===== config.mk =====
export PLATFORM = sky130hd
export DESIGN_NAME = snv_front_end
export DESIGN_NICKNAME = d
export VERILOG_FILES = /design/src/rtl/snv_pkg.sv /design/src/rtl/snv_fifo.sv /design/src/rtl/snv_front_end.sv /design/src/rtl/snv_sync.sv
export SDC_FILE = /design/constraint.sdc
export NUM_CORES = 1
export LEC_CHECK = 0
export ABC_AREA = 1
export ABC_CLOCK_PERIOD_IN_PS = 11150
export BUFFER_PORTS_ARGS = -buffer_cell sky130_fd_sc_hd__buf_2
export CAP_MARGIN = 5
export CORE_MARGIN = 8
export CORE_UTILIZATION = 47
export DETAILED_ROUTE_END_ITERATION = 12
export GPL_TIMING_DRIVEN = 0
export MAX_ROUTING_LAYER = met4
export PLACE_DENSITY = 0.68
export RECOVER_POWER = 25
export SKIP_LAST_GASP = 1
export SLEW_MARGIN = 20
export SYNTH_ARGS = -nofsm -noshare
export SYNTH_HDL_FRONTEND = slang
export SYNTH_SLANG_ARGS = --single-unit

===== constraint.sdc =====
create_clock -name REF_CLK -period 11.15 [get_ports REF_CLK]
set_input_delay 1.6725 -clock REF_CLK [delete_from_list [all_inputs] [get_ports REF_CLK]]
set_output_delay 1.6725 -clock REF_CLK [all_outputs]
set_load 0.02 [all_outputs]

===== src/rtl/snv_pkg.sv =====
/*
  Package of the serial nonvolatile SRAM front end: opcodes, address layout,
  recall timing, and the types that carry memory requests, pin levels and front-end state.
  Assumes a single 20 MHz reference clock shared by every file that uses it.
*/
package snv_pkg;

  // Reference clock rate in hertz.
  localparam int unsigned REF_CLK_HZ = 20_000_000;

  // Opcodes that this front end decodes.
  localparam logic [7:0] OP_READ = 8'h03;
  localparam logic [7:0] OP_FAST_READ = 8'h0b;
  localparam logic [7:0] OP_WRITE = 8'h02;
  localparam logic [7:0] OP_RECALL = 8'h60;
  localparam logic [7:0] OP_PD_STORE_ENABLE = 8'h59;
  localparam logic [7:0] OP_PD_STORE_DISABLE = 8'h19;

  // Address layout: three bytes sent, low 17 bits used.
  localparam int unsigned ADDR_BYTES = 3;
  localparam int unsigned ADDR_USED = 17;
  localparam int unsigned ADDR_SENT = 8 * ADDR_BYTES;

  // Automatic power-down store is on as shipped.
  localparam logic PD_STORE_RESET = 1'b1;

  // Recall times in microseconds and their cycle counts (longest time, rounded down).
  localparam int unsigned RECALL_TIME_US = 600;
  localparam int unsigned POWER_UP_RECALL_TIME_US = 20000;
  localparam int unsigned RECALL_CYCLES = RECALL_TIME_US * (REF_CLK_HZ / 1_000_000);
  localparam int unsigned POWER_UP_RECALL_CYCLES =
    POWER_UP_RECALL_TIME_US * (REF_CLK_HZ / 1_000_000);

  // Data word handed to the array side through the FIFO.
  localparam int unsigned WORD_W = 1 + ADDR_USED + 8;

  // Front-end sequencer states, one-hot.
  typedef enum logic [5:0] {
    SNV_IDLE = 6'b000001,
    SNV_OPCODE = 6'b000010,
    SNV_ADDR = 6'b000100,
    SNV_DATA = 6'b001000,
    SNV_DUMMY = 6'b010000,
    SNV_IGNORE = 6'b100000
  } snv_state_t;

  // Memory request that crosses into the array side.
  typedef struct packed {
    logic write;
    logic [ADDR_USED-1:0] addr;
    logic [7:0] data;
  } snv_req_t;

  // Synchronised pin levels.
  typedef struct packed {
    logic cs_n;
    logic sck;
    logic si;
  } snv_pins_t;

endpackage : snv_pkg


===== src/rtl/snv_fifo.sv =====
/*
  Small synchronous FIFO with valid and ready on both sides.
  Assumes one clock and a synchronous active-high reset; read data come from a register.
*/
module snv_fifo #(
  parameter int unsigned WIDTH = 26,
  parameter int unsigned DEPTH = 16
) (
  // Clock and reset.
  input wire logic clk,
  input wire logic rst,
  // Filling side.
  input wire logic in_valid,
  output logic in_ready,
  input wire logic [WIDTH-1:0] in_data,
  // Draining side.
  output logic out_valid,
  input wire logic out_ready,
  output logic [WIDTH-1:0] out_data
);

  localparam int unsigned AW = $clog2(DEPTH);

  logic [WIDTH-1:0] mem [DEPTH];
  logic [AW:0] wr_ptr;
  logic [AW:0] rd_ptr;
  logic [AW:0] fill;
  logic push;
  logic pop;

  // Honest full and empty from the pointer difference; out_data is a register.
  assign fill = wr_ptr - rd_ptr;
  assign in_ready = (fill != (AW + 1)'(DEPTH)) && !rst;
  assign push = in_valid && in_ready;
  assign pop = out_ready && (fill != '0) && (!out_valid || out_ready);

  // Storage writes.
  always_ff @(posedge clk) begin
    if (push) begin
      mem[wr_ptr[AW-1:0]] <= in_data;
    end
  end

  // Pointer and output register update; one word is kept in the output stage.
  always_ff @(posedge clk) begin
    if (rst) begin
      wr_ptr <= '0;
      rd_ptr <= '0;
      out_valid <= 1'b0;
      out_data <= '0;
    end else begin
      if (push) begin
        wr_ptr <= wr_ptr + 1'b1;
      end
      if (pop) begin
        out_data <= mem[rd_ptr[AW-1:0]];
        rd_ptr <= rd_ptr + 1'b1;
        out_valid <= 1'b1;
      end else if (out_ready) begin
        out_valid <= 1'b0;
      end
    end
  end

endmodule // snv_fifo


===== src/rtl/snv_front_end.sv =====
/*
  SPI slave front end of a serial nonvolatile SRAM: chip-select framing, opcode capture,
  three-byte addressing, read and write data, recall control and power-down store setting.
  Assumes the SPI pins are asynchronous and much slower than REF_CLK, and that the array
  side answers read requests on MEM_RDATA some cycles after it takes them from the FIFO.
*/
module snv_front_end #(
  parameter int unsigned RECALL_CYCLES = snv_pkg::RECALL_CYCLES,
  parameter int unsigned POWER_UP_RECALL_CYCLES = snv_pkg::POWER_UP_RECALL_CYCLES,
  parameter int unsigned FIFO_DEPTH = 16
) (
  // Clock and reset.
  input wire logic REF_CLK,
  input wire logic RST,
  // SPI pins; the output enable is low while SO is driven.
  input wire logic CS_N,
  input wire logic SCK,
  input wire logic SI,
  output logic SO,
  output logic SO_OE_N,
  // Supply monitor: high once the supply is above the switch threshold.
  input wire logic SUPPLY_GOOD,
  // Store-busy pin, open drain: low output enable pulls it low for busy.
  output logic STORE_BUSY_PIN,
  output logic STORE_BUSY_PIN_OE_N,
  // Array side: requests leave through the FIFO.
  output logic MEM_REQ_VALID,
  input wire logic MEM_REQ_READY,
  output snv_pkg::snv_req_t MEM_REQ,
  input wire logic MEM_RDATA_VALID,
  input wire logic [7:0] MEM_RDATA,
  // Recall control toward the array: clear phase, then copy phase.
  output logic RECALL_CLEAR,
  output logic RECALL_COPY,
  // Power-down store setting toward the store sequencer.
  output logic PD_STORE_ENABLE,
  // Mode found at the last select: 0 for mode 0, 1 for mode 3.
  output logic SPI_MODE3
);

  localparam int unsigned CW = $clog2(POWER_UP_RECALL_CYCLES + 1);

  // Returns 1 for an opcode that this front end knows.
  function automatic logic known_op(input logic [7:0] op);
    known_op = (op == snv_pkg::OP_READ) || (op == snv_pkg::OP_FAST_READ) ||
      (op == snv_pkg::OP_WRITE) || (op == snv_pkg::OP_RECALL) ||
      (op == snv_pkg::OP_PD_STORE_ENABLE) || (op == snv_pkg::OP_PD_STORE_DISABLE);
  endfunction

  // Returns 1 for an opcode that touches the memory array.
  function automatic logic mem_op(input logic [7:0] op);
    mem_op = (op == snv_pkg::OP_READ) || (op == snv_pkg::OP_FAST_READ) ||
      (op == snv_pkg::OP_WRITE);
  endfunction

  snv_pkg::snv_pins_t pins;
  logic supply_sync;
  logic sck_d;
  logic cs_n_d;
  logic supply_d;
  logic sck_rise;
  logic sck_fall;
  logic cs_fall;
  logic selected;
  snv_pkg::snv_state_t state;
  snv_pkg::snv_state_t next_state;
  logic [7:0] shift;
  logic [7:0] next_shift;
  logic [2:0] bit_cnt;
  logic [1:0] byte_cnt;
  logic [7:0] opcode;
  logic [snv_pkg::ADDR_SENT-1:0] addr;
  logic byte_done;
  logic [7:0] rx_byte;
  logic recall_busy;
  logic [CW-1:0] recall_cnt;
  logic fall_pending;
  logic start_sw_recall;
  logic start_pu_recall;
  logic [7:0] tx_shift;
  logic [3:0] tx_left;
  logic read_req;
  logic write_req;
  logic fifo_in_valid;
  logic fifo_in_ready;
  snv_pkg::snv_req_t fifo_in;
  snv_pkg::snv_req_t fifo_out;
  logic fifo_out_valid;
  logic [snv_pkg::ADDR_USED-1:0] next_addr;

  // Pin synchronisers; deselected and idle levels at reset.
  snv_sync #(
    .WIDTH(4),
    .INIT(4'h8)
  ) u_sync (
    .clk(REF_CLK),
    .rst(RST),
    .async_in({CS_N, SCK, SI, SUPPLY_GOOD}),
    .sync_out({pins, supply_sync})
  );

  // Edge detection on synchronised levels only.
  always_ff @(posedge REF_CLK) begin
    if (RST) begin
      sck_d <= 1'b0;
      cs_n_d <= 1'b1;
      supply_d <= 1'b0;
    end else begin
      sck_d <= pins.sck;
      cs_n_d <= pins.cs_n;
      supply_d <= supply_sync;
    end
  end

  assign selected = !pins.cs_n;
  assign cs_fall = cs_n_d && !pins.cs_n;
  assign sck_rise = selected && !sck_d && pins.sck;
  assign sck_fall = selected && sck_d && !pins.sck;

  // Shift register: MSB first, bits taken on rising edges only while selected.
  assign next_shift = {shift[6:0], pins.si};
  assign byte_done = sck_rise && (bit_cnt == 3'h7);
  assign rx_byte = next_shift;

  // Sequencer: first byte is the opcode, then three address bytes, a dummy byte for fast read, then data.
  always_comb begin
    next_state = state;
    if (!selected) begin
      next_state = snv_pkg::SNV_IDLE;
    end else begin
      case (state)
        snv_pkg::SNV_IDLE: begin
          if (cs_fall) begin
            next_state = snv_pkg::SNV_OPCODE;
          end
        end
        snv_pkg::SNV_OPCODE: begin
          if (byte_done) begin
            if (!known_op(rx_byte)) begin
              next_state = snv_pkg::SNV_IGNORE;
            end else if (mem_op(rx_byte) && !recall_busy) begin
              next_state = snv_pkg::SNV_ADDR;
            end else begin
              next_state = snv_pkg::SNV_IGNORE;
            end
          end
        end
        snv_pkg::SNV_ADDR: begin
          if (byte_done && byte_cnt == 2'(snv_pkg::ADDR_BYTES - 1)) begin
            next_state = (opcode == snv_pkg::OP_FAST_READ) ?
              snv_pkg::SNV_DUMMY : snv_pkg::SNV_DATA;
          end
        end
        snv_pkg::SNV_DUMMY: begin
          if (byte_done) begin
            next_state = snv_pkg::SNV_DATA;
          end
        end
        snv_pkg::SNV_DATA: begin
          if (recall_busy) begin
            next_state = snv_pkg::SNV_IGNORE;
          end
        end
        snv_pkg::SNV_IGNORE: next_state = snv_pkg::SNV_IGNORE;
        default: next_state = snv_pkg::SNV_IDLE;
      endcase
    end
  end

  // Bit, byte and field capture.
  always_ff @(posedge REF_CLK) begin
    if (RST) begin
      state <= snv_pkg::SNV_IDLE;
      shift <= 8'h00;
      bit_cnt <= 3'h0;
      byte_cnt <= 2'h0;
      opcode <= 8'h00;
      addr <= '0;
      SPI_MODE3 <= 1'b0;
    end else begin
      state <= next_state;
      if (cs_fall) begin
        bit_cnt <= 3'h0;
        byte_cnt <= 2'h0;
        SPI_MODE3 <= pins.sck;
      end else if (sck_rise) begin
        shift <= next_shift;
        bit_cnt <= bit_cnt + 3'h1;
        if (byte_done && state == snv_pkg::SNV_OPCODE) begin
          opcode <= rx_byte;
        end
        if (state == snv_pkg::SNV_ADDR) begin
          addr <= {addr[snv_pkg::ADDR_SENT-2:0], pins.si};
          if (byte_done) begin
            byte_cnt <= byte_cnt + 2'h1;
          end
        end else if (state == snv_pkg::SNV_DATA && byte_done) begin
          addr <= {7'h00, next_addr};
        end
      end
    end
  end

  // Only the low 17 bits address the array; burst rolls over at the top.
  assign next_addr = addr[snv_pkg::ADDR_USED-1:0] + 1'b1;
  assign read_req = (opcode == snv_pkg::OP_READ) || (opcode == snv_pkg::OP_FAST_READ);
  assign write_req = opcode == snv_pkg::OP_WRITE;

  // A read request is issued on entry to the data phase and after each byte sent.
  assign fifo_in_valid = !recall_busy && state == snv_pkg::SNV_DATA &&
    ((write_req && byte_done) ||
     (read_req && (next_state == snv_pkg::SNV_DATA) &&
      ((state != snv_pkg::SNV_DATA) || byte_done))) ||
    (read_req && !recall_busy && state != snv_pkg::SNV_DATA &&
     next_state == snv_pkg::SNV_DATA && selected);
  assign fifo_in.write = write_req;
  // Leaving the address phase, the last address bit is still on SI, not yet in addr.
  assign fifo_in.addr = (state == snv_pkg::SNV_ADDR) ?
    {addr[snv_pkg::ADDR_USED-2:0], pins.si} :
    (state == snv_pkg::SNV_DATA && byte_done && read_req) ?
    next_addr : addr[snv_pkg::ADDR_USED-1:0];
  assign fifo_in.data = rx_byte;

  // The FIFO decouples the link from the array; the array must keep up or words are lost.
  snv_fifo #(
    .WIDTH(snv_pkg::WORD_W),
    .DEPTH(FIFO_DEPTH)
  ) u_fifo (
    .clk(REF_CLK),
    .rst(RST),
    .in_valid(fifo_in_valid),
    .in_ready(fifo_in_ready),
    .in_data(fifo_in),
    .out_valid(fifo_out_valid),
    .out_ready(MEM_REQ_READY),
    .out_data(fifo_out)
  );

  // Request outputs register the FIFO head, with valid masked by MEM_REQ_READY and recall_busy.
  always_ff @(posedge REF_CLK) begin
    if (RST) begin
      MEM_REQ_VALID <= 1'b0;
      MEM_REQ <= '0;
    end else begin
      MEM_REQ_VALID <= fifo_out_valid && MEM_REQ_READY && !recall_busy;
      MEM_REQ <= fifo_out;
    end
  end

  // Serial output, MSB first on falling edges. A read byte often lands on the edge at which
  // SCK falls, so its top bit goes straight out; a fall with no byte waiting is remembered.
  always_ff @(posedge REF_CLK) begin
    if (RST) begin
      tx_shift <= 8'h00;
      tx_left <= 4'h0;
      fall_pending <= 1'b0;
      SO <= 1'b0;
      SO_OE_N <= 1'b1;
    end else if (!selected || state != snv_pkg::SNV_DATA || !read_req) begin
      tx_left <= 4'h0;
      fall_pending <= 1'b0;
      SO_OE_N <= 1'b1;
    end else if (MEM_RDATA_VALID && tx_left == 4'h0 && (sck_fall || fall_pending)) begin
      SO <= MEM_RDATA[7];
      tx_shift <= {MEM_RDATA[6:0], 1'b0};
      tx_left <= 4'h7;
      fall_pending <= 1'b0;
      SO_OE_N <= 1'b0;
    end else if (MEM_RDATA_VALID && tx_left == 4'h0) begin
      tx_shift <= MEM_RDATA;
      tx_left <= 4'h8;
    end else if (sck_fall && tx_left != 4'h0) begin
      SO <= tx_shift[7];
      tx_shift <= {tx_shift[6:0], 1'b0};
      tx_left <= tx_left - 4'h1;
      SO_OE_N <= 1'b0;
    end else if (sck_fall) begin
      fall_pending <= 1'b1;
    end
  end

  // Recall starts: power-up on the supply rising, software on the recall opcode.
  assign start_pu_recall = supply_sync && !supply_d;
  assign start_sw_recall = byte_done && state == snv_pkg::SNV_OPCODE &&
    rx_byte == snv_pkg::OP_RECALL && !recall_busy;

  // Recall timer: one clear cycle, then copy until done; nonvolatile cells are never written.
  always_ff @(posedge REF_CLK) begin
    if (RST) begin
      recall_busy <= 1'b0;
      recall_cnt <= '0;
      RECALL_CLEAR <= 1'b0;
      RECALL_COPY <= 1'b0;
    end else if (start_pu_recall) begin
      recall_busy <= 1'b1;
      recall_cnt <= CW'(POWER_UP_RECALL_CYCLES);
      RECALL_CLEAR <= 1'b1;
      RECALL_COPY <= 1'b0;
    end else if (start_sw_recall) begin
      recall_busy <= 1'b1;
      recall_cnt <= CW'(RECALL_CYCLES);
      RECALL_CLEAR <= 1'b1;
      RECALL_COPY <= 1'b0;
    end else if (recall_busy) begin
      recall_cnt <= recall_cnt - 1'b1;
      RECALL_CLEAR <= 1'b0;
      RECALL_COPY <= recall_cnt != CW'(1);
      recall_busy <= recall_cnt != CW'(1);
    end
  end

  // Store-busy pin pulled low while a recall runs, released otherwise.
  always_ff @(posedge REF_CLK) begin
    if (RST) begin
      STORE_BUSY_PIN <= 1'b0;
      STORE_BUSY_PIN_OE_N <= 1'b1;
    end else begin
      STORE_BUSY_PIN <= 1'b0;
      STORE_BUSY_PIN_OE_N <= !(recall_busy || start_pu_recall || start_sw_recall);
    end
  end

  // Power-down store setting, volatile, enabled after reset.
  always_ff @(posedge REF_CLK) begin
    if (RST) begin
      PD_STORE_ENABLE <= snv_pkg::PD_STORE_RESET;
    end else if (byte_done && state == snv_pkg::SNV_OPCODE) begin
      if (rx_byte == snv_pkg::OP_PD_STORE_DISABLE) begin
        PD_STORE_ENABLE <= 1'b0;
      end else if (rx_byte == snv_pkg::OP_PD_STORE_ENABLE) begin
        PD_STORE_ENABLE <= 1'b1;
      end
    end
  end

endmodule // snv_front_end


===== src/rtl/snv_sync.sv =====
/*
  Two-flop synchroniser for a group of pin levels.
  Assumes the pins are asynchronous to clk; only the second stage is read outside.
*/
module snv_sync #(
  parameter int unsigned WIDTH = 3,
  parameter logic [WIDTH-1:0] INIT = '1
) (
  // Clock and reset.
  input wire logic clk,
  input wire logic rst,
  // Raw and synchronised levels.
  input wire logic [WIDTH-1:0] async_in,
  output logic [WIDTH-1:0] sync_out
);

  logic [WIDTH-1:0] meta;

  // The first stage feeds the second stage and nothing else.
  always_ff @(posedge clk) begin
    if (rst) begin
      meta <= INIT;
      sync_out <= INIT;
    end else begin
      meta <= async_in;
      sync_out <= meta;
    end
  end

endmodule // snv_sync


==> run summary <==
The run finished with clean final reports. The run gives 3.67 mW as the internal power component. Buffers added to address setup during post-CTS repair amount to 0. The cell area after placement was 24,900 um^2. The worst hold path was traced through 2 stages. The number of cells on the critical path is 16. TritonCTS built the clock tree. Counting the buffers created by CTS gives 58. Among the stages of the critical path, the cell type that occurs most often is nand2_1. For flop-to-flop paths, the worst setup slack is 6.78 ns. Summing the areas of all and, or, nand and nor instances in the mapped netlist gives 12.3% of the synthesized area.

The slowest stage of the critical path belongs to the cell clkbuf_1. The critical path contains buffers and inverters numbering 6 combined. Worst min-delay path category: flop to flop. The tools report the startpoint of the lowest-slack register-to-register path as u_fifo.rd_ptr[1]. During synthesis, Yosys emitted a total of 0 warnings.

The tools report the switching component of the power as 1.19 mW. The peak clock frequency supported by timing was 229 MHz; the utilization of the core after routing was 55.1%. For the number of top-level pins, the log shows 51. The antenna cell count is 0. The analysis attributes to cell leakage a power of 10.4 nW. The logs give 0 for the number of buffers inserted for hold repair after clock tree synthesis and 56,800 um^2 for the die footprint. Buffers placed on the I/O ports in this run total 49. The post-detailed-route via-to-cell ratio was 5.75.

STA puts the critical path data required time at 11.48 ns. The synthesized-area fraction occupied by xor and xnor cells was 0.904%. The share of total power dissipated in combinational logic is 9.5%. The final weighted congestion in routability-driven placement was 0.885; the clock latency on the worst-skew pair was 0.64 ns. STA classifies the critical path endpoint as a flop.

The count of nets left with antenna violations once routing finished came out at 0. The number of H-tree levels was 2. The initial cell density of the core was 47.6%. The capture instance of the worst register-to-register path was u_fifo.mem[2][22]. The worst setup path is launched from a flop.

Counting cells, the worst reg-to-reg path comes to 16. After detailed routing, the average wire length per cell comes to 21.3 um. In the finished design, the share of the clock period the worst path needs comes to 39.2%. The worst path in the final design needs a cycle of 4.37 ns, including I/O delays and setup. In this run the vertical extent of the chip is 238 um. The count of final setup violators was 0. In this run the standard cell core region covers 48,800 um^2. After synthesis, the mean cell area works out to 10.9 um^2. After routing the design area is 26,900 um^2. After Yosys synthesis, full adders, half adders and majority gates account for 0.861% of the synthesized area. In this run the horizontal extent of the chip is 238 um. Across the VDD grid, the largest voltage drop is 0.122 mV. The layout cell share with drive strength beyond 1 is 11.1%.

The tools report the worst setup path startpoint as u_fifo.rd_ptr[1]. For the max-slew violation count, the log shows 0. The category of the most critical setup path is flop to flop.

Clock tree synthesis found a total of 574 sinks. After synthesis, the share of flip-flops with an asynchronous set or reset is 0%. Sequential elements use 67.3% of the synthesized area. After synthesis, the largest area contributor takes up 53.7% of total cell area. The flip-flop and latch count after synthesis was 574. Setup repair after global routing left no endpoint under its margin. The post-route worst setup slack is 6.78 ns, and the netlist area before placement is 23,200 um^2. In the routed design, unresolved DRC markers number 0. The overflow left after global routing is 0, and the number of nets produced by synthesis is 2,158. For the worst setup path, the data arrival time is 4.70 ns. In this design, the stage delay of the slowest critical-path cell is 0.56 ns. The tools report the total number of vias as 17,063. The final count of hold timing violations was 0. Traced cell by cell, the critical path runs through inv_1, clkbuf_1, clkbuf_1, ha_1, inv_1, o21bai_2, nand3_1, nand2_1, nand2_1, nand2_1, a21oi_2, nand2_2, inv_4, nand2_1, nor2_4, buf_16. Across the run, the number of max-cap violations was 0.

After the first detailed-routing iteration, the DRC count stood at 1,867. The largest family of logic cells by synthesized area is compound AO/OA/AOI/OAI gates. Per report_power, the sequential group accounts for 47.5% of the total. CTS placed an instance of clkbuf_16 at the clock tree root.

The first global-routing pass estimated 96.6 mm of wire. The clock passes through at most 3 buffers. For the count of different cell masters after synthesis, the log shows 59.

The pre-CTS worst setup slack is 6.84 ns, and the total number of placement rows is 81. Relative max-transition margin: 21.9%. The cell family with the largest share of critical-path delay is buffers and inverters. After synthesis, the cell types taking the most area are edfxtp_1 54%, dfxtp_1 14%, o21ai_0 6.9%. The most used flip-flop cell after synthesis is edfxtp_1.

Most common cell after layout, fill and taps aside: edfxtp_1. Clock-pin slew was measured on the worst setup and hold paths at 0.06 ns. The layout overhead on the synthesized area was 15.8%. The number of iterations in the first detailed-routing pass is 5. The critical path ends at u_fifo.mem[2][22]. Multiplexer cells account for 0.0431% of the synthesized area. Synthesis handed over a netlist of 2,126 instances. Net switching is 24.5% of the power. In the layout the commonest cells are 416 x edfxtp_1, 348 x nor2_1, 315 x o21ai_0. The via count of the first global-routing pass is 16,874, and the final wirelength is 63.4 mm.

After filler insertion, the fill cell instance count of the layout stands at 4,151. The number of nets in the final layout was 2,287. The number of gates resized after CTS was 0. The fraction of the mapped netlist area in compound gates is 14.1%, and the total global-route track usage is 22.5%. The number of antenna violations at the first check in global routing came out at 0. After legalization and detailed placement, the total HPWL measured 43.1 mm.

Number of flops mapped to enable cells by yosys: 416. Dividing total power by cell area gives a power density of 180 nW/um^2. The largest total area in the synthesized netlist belongs to edfxtp_1.

In the final timing run, aggregate negative setup slack is 0 ns. For the count of placed standard cells including taps, the log shows 2,859. The measured slew at the worst slew-check pin was 1.17 ns; the maximum number of pins on one net before global-route repair was 27. The clock arrives with 0.0285 ns of skew. In this run the worst path has a maximum fanout of 14. The clock network is responsible for 43.0% of the overall power.

After the flow finishes, the layout carries non-filler instances totaling 2,969.
==> worst register-to-register path, cell delays in order (launching register included) <==
cell      delay, ns
dfxtp_1        0.46
inv_1          0.31
clkbuf_1       0.56
clkbuf_1       0.46
ha_1           0.34
inv_1          0.08
o21bai_2       0.08
nand3_1        0.10
nand2_1        0.06
nand2_1        0.08
nand2_1        0.07
a21oi_2        0.21
nand2_2        0.11
inv_4          0.10
nand2_1        0.28
nor2_4         0.56
buf_16         0.23
==> layout make-up <==
| type | instances | area [um^2] | share of cell area (%) |
|---|---|---|---|
| Clock inverter | 41 | 551 | 2.04 |
| Clock buffer | 69 | 1530 | 5.69 |
| Sequential cell | 574 | 15700 | 58.1 |
| Inverter | 140 | 528 | 1.96 |
| Buffer | 118 | 494 | 1.84 |
| Timing Repair Buffer | 69 | 646 | 2.40 |
| Tap cell | 664 | 831 | 3.09 |
| Multi-Input combinational cell | 1294 | 6690 | 24.8 |
==> power by group through the flow <==
stage	clock, mW	sequential (mW)	combinational [mW]
global placement	0	2.35	0.443
floorplan	0	2.36	0.281
detailed placement	0	2.35	0.454
global route	2.20	2.31	0.506
finish	2.09	2.31	0.463
CTS	2.11	2.31	0.456
==> flip-flops by register name (all words and copies together) (netlist names), 5 cells and up <==
signal / flops
u_fifo.mem: 416
MEM_REQ: 26
u_fifo.out_data: 26
recall_cnt: 19
addr: 17
opcode: 8
tx_shift: 8
shift: 7
state: 6
u_fifo.rd_ptr: 5
u_fifo.wr_ptr: 5
==> worst min path at each step <==
| stage | start | end | slack (ns) |
|---|---|---|---|
| 3_3_place_gp | u_sync.meta[0] | u_sync.sync_out[0] | 0.39 |
| 2_1_floorplan | u_sync.meta[0] | u_sync.sync_out[0] | 0.39 |
| 6_report | u_sync.meta[2] | u_sync.sync_out[2] | 0.40 |
| 4_1_cts | u_sync.meta[0] | u_sync.sync_out[0] | 0.40 |
| 3_5_place_dp | u_sync.meta[0] | u_sync.sync_out[0] | 0.40 |
| 5_1_grt | u_sync.meta[1] | u_sync.sync_out[1] | 0.42 |
==> metrics by stage <==
| step | total power, mW | hold slack [ns] |
|---|---|---|
| after detailed placement | 2.81 | 0.395 |
| after global routing | 5.02 | 0.416 |
| after CTS | 4.87 | 0.398 |
| final | 4.86 | 0.396 |
| after global placement | 2.80 | 0.392 |
| after floorplan | 2.64 | 0.388 |
==> Yosys cell counts, drive strengths merged (2+ instances only) <==
cell type,number
o31ai,3
nand3,59
buf,33
and3,2
o21a,3
nor2,370
nor3,21
xnor2,9
a31oi,16
xor2,15
o21ai,331
a41oi,7
o22ai,63
o221ai,43
inv,137
nor3b,2
a211oi,20
o21bai,2
o211ai,11
nand4,8
clkinv,3
a21oi,63
nor4,5
ha,16
nand2,211
edfxtp,416
clkbuf,85
nand3b,2
or2,4
dfxtp,158
==> logic make-up after synthesis <==
group           Yosys count
mux                       1
flops                   574
xor+xnor                 24
other cells               1
compound gates          567
simple gates            685
fa+ha+maj                16
buf+inv                 258
==> layer usage <==
metal	wire (um)	up-vias	GRT usage (%)
li1	-	7815	-
met5	0	-	-
met3	5480	141	3.89
met2	30100	833	36.7
met4	2410	0	8.08
met1	25400	8274	28.2
Note: power is estimated with default switching activity, not from simulation.
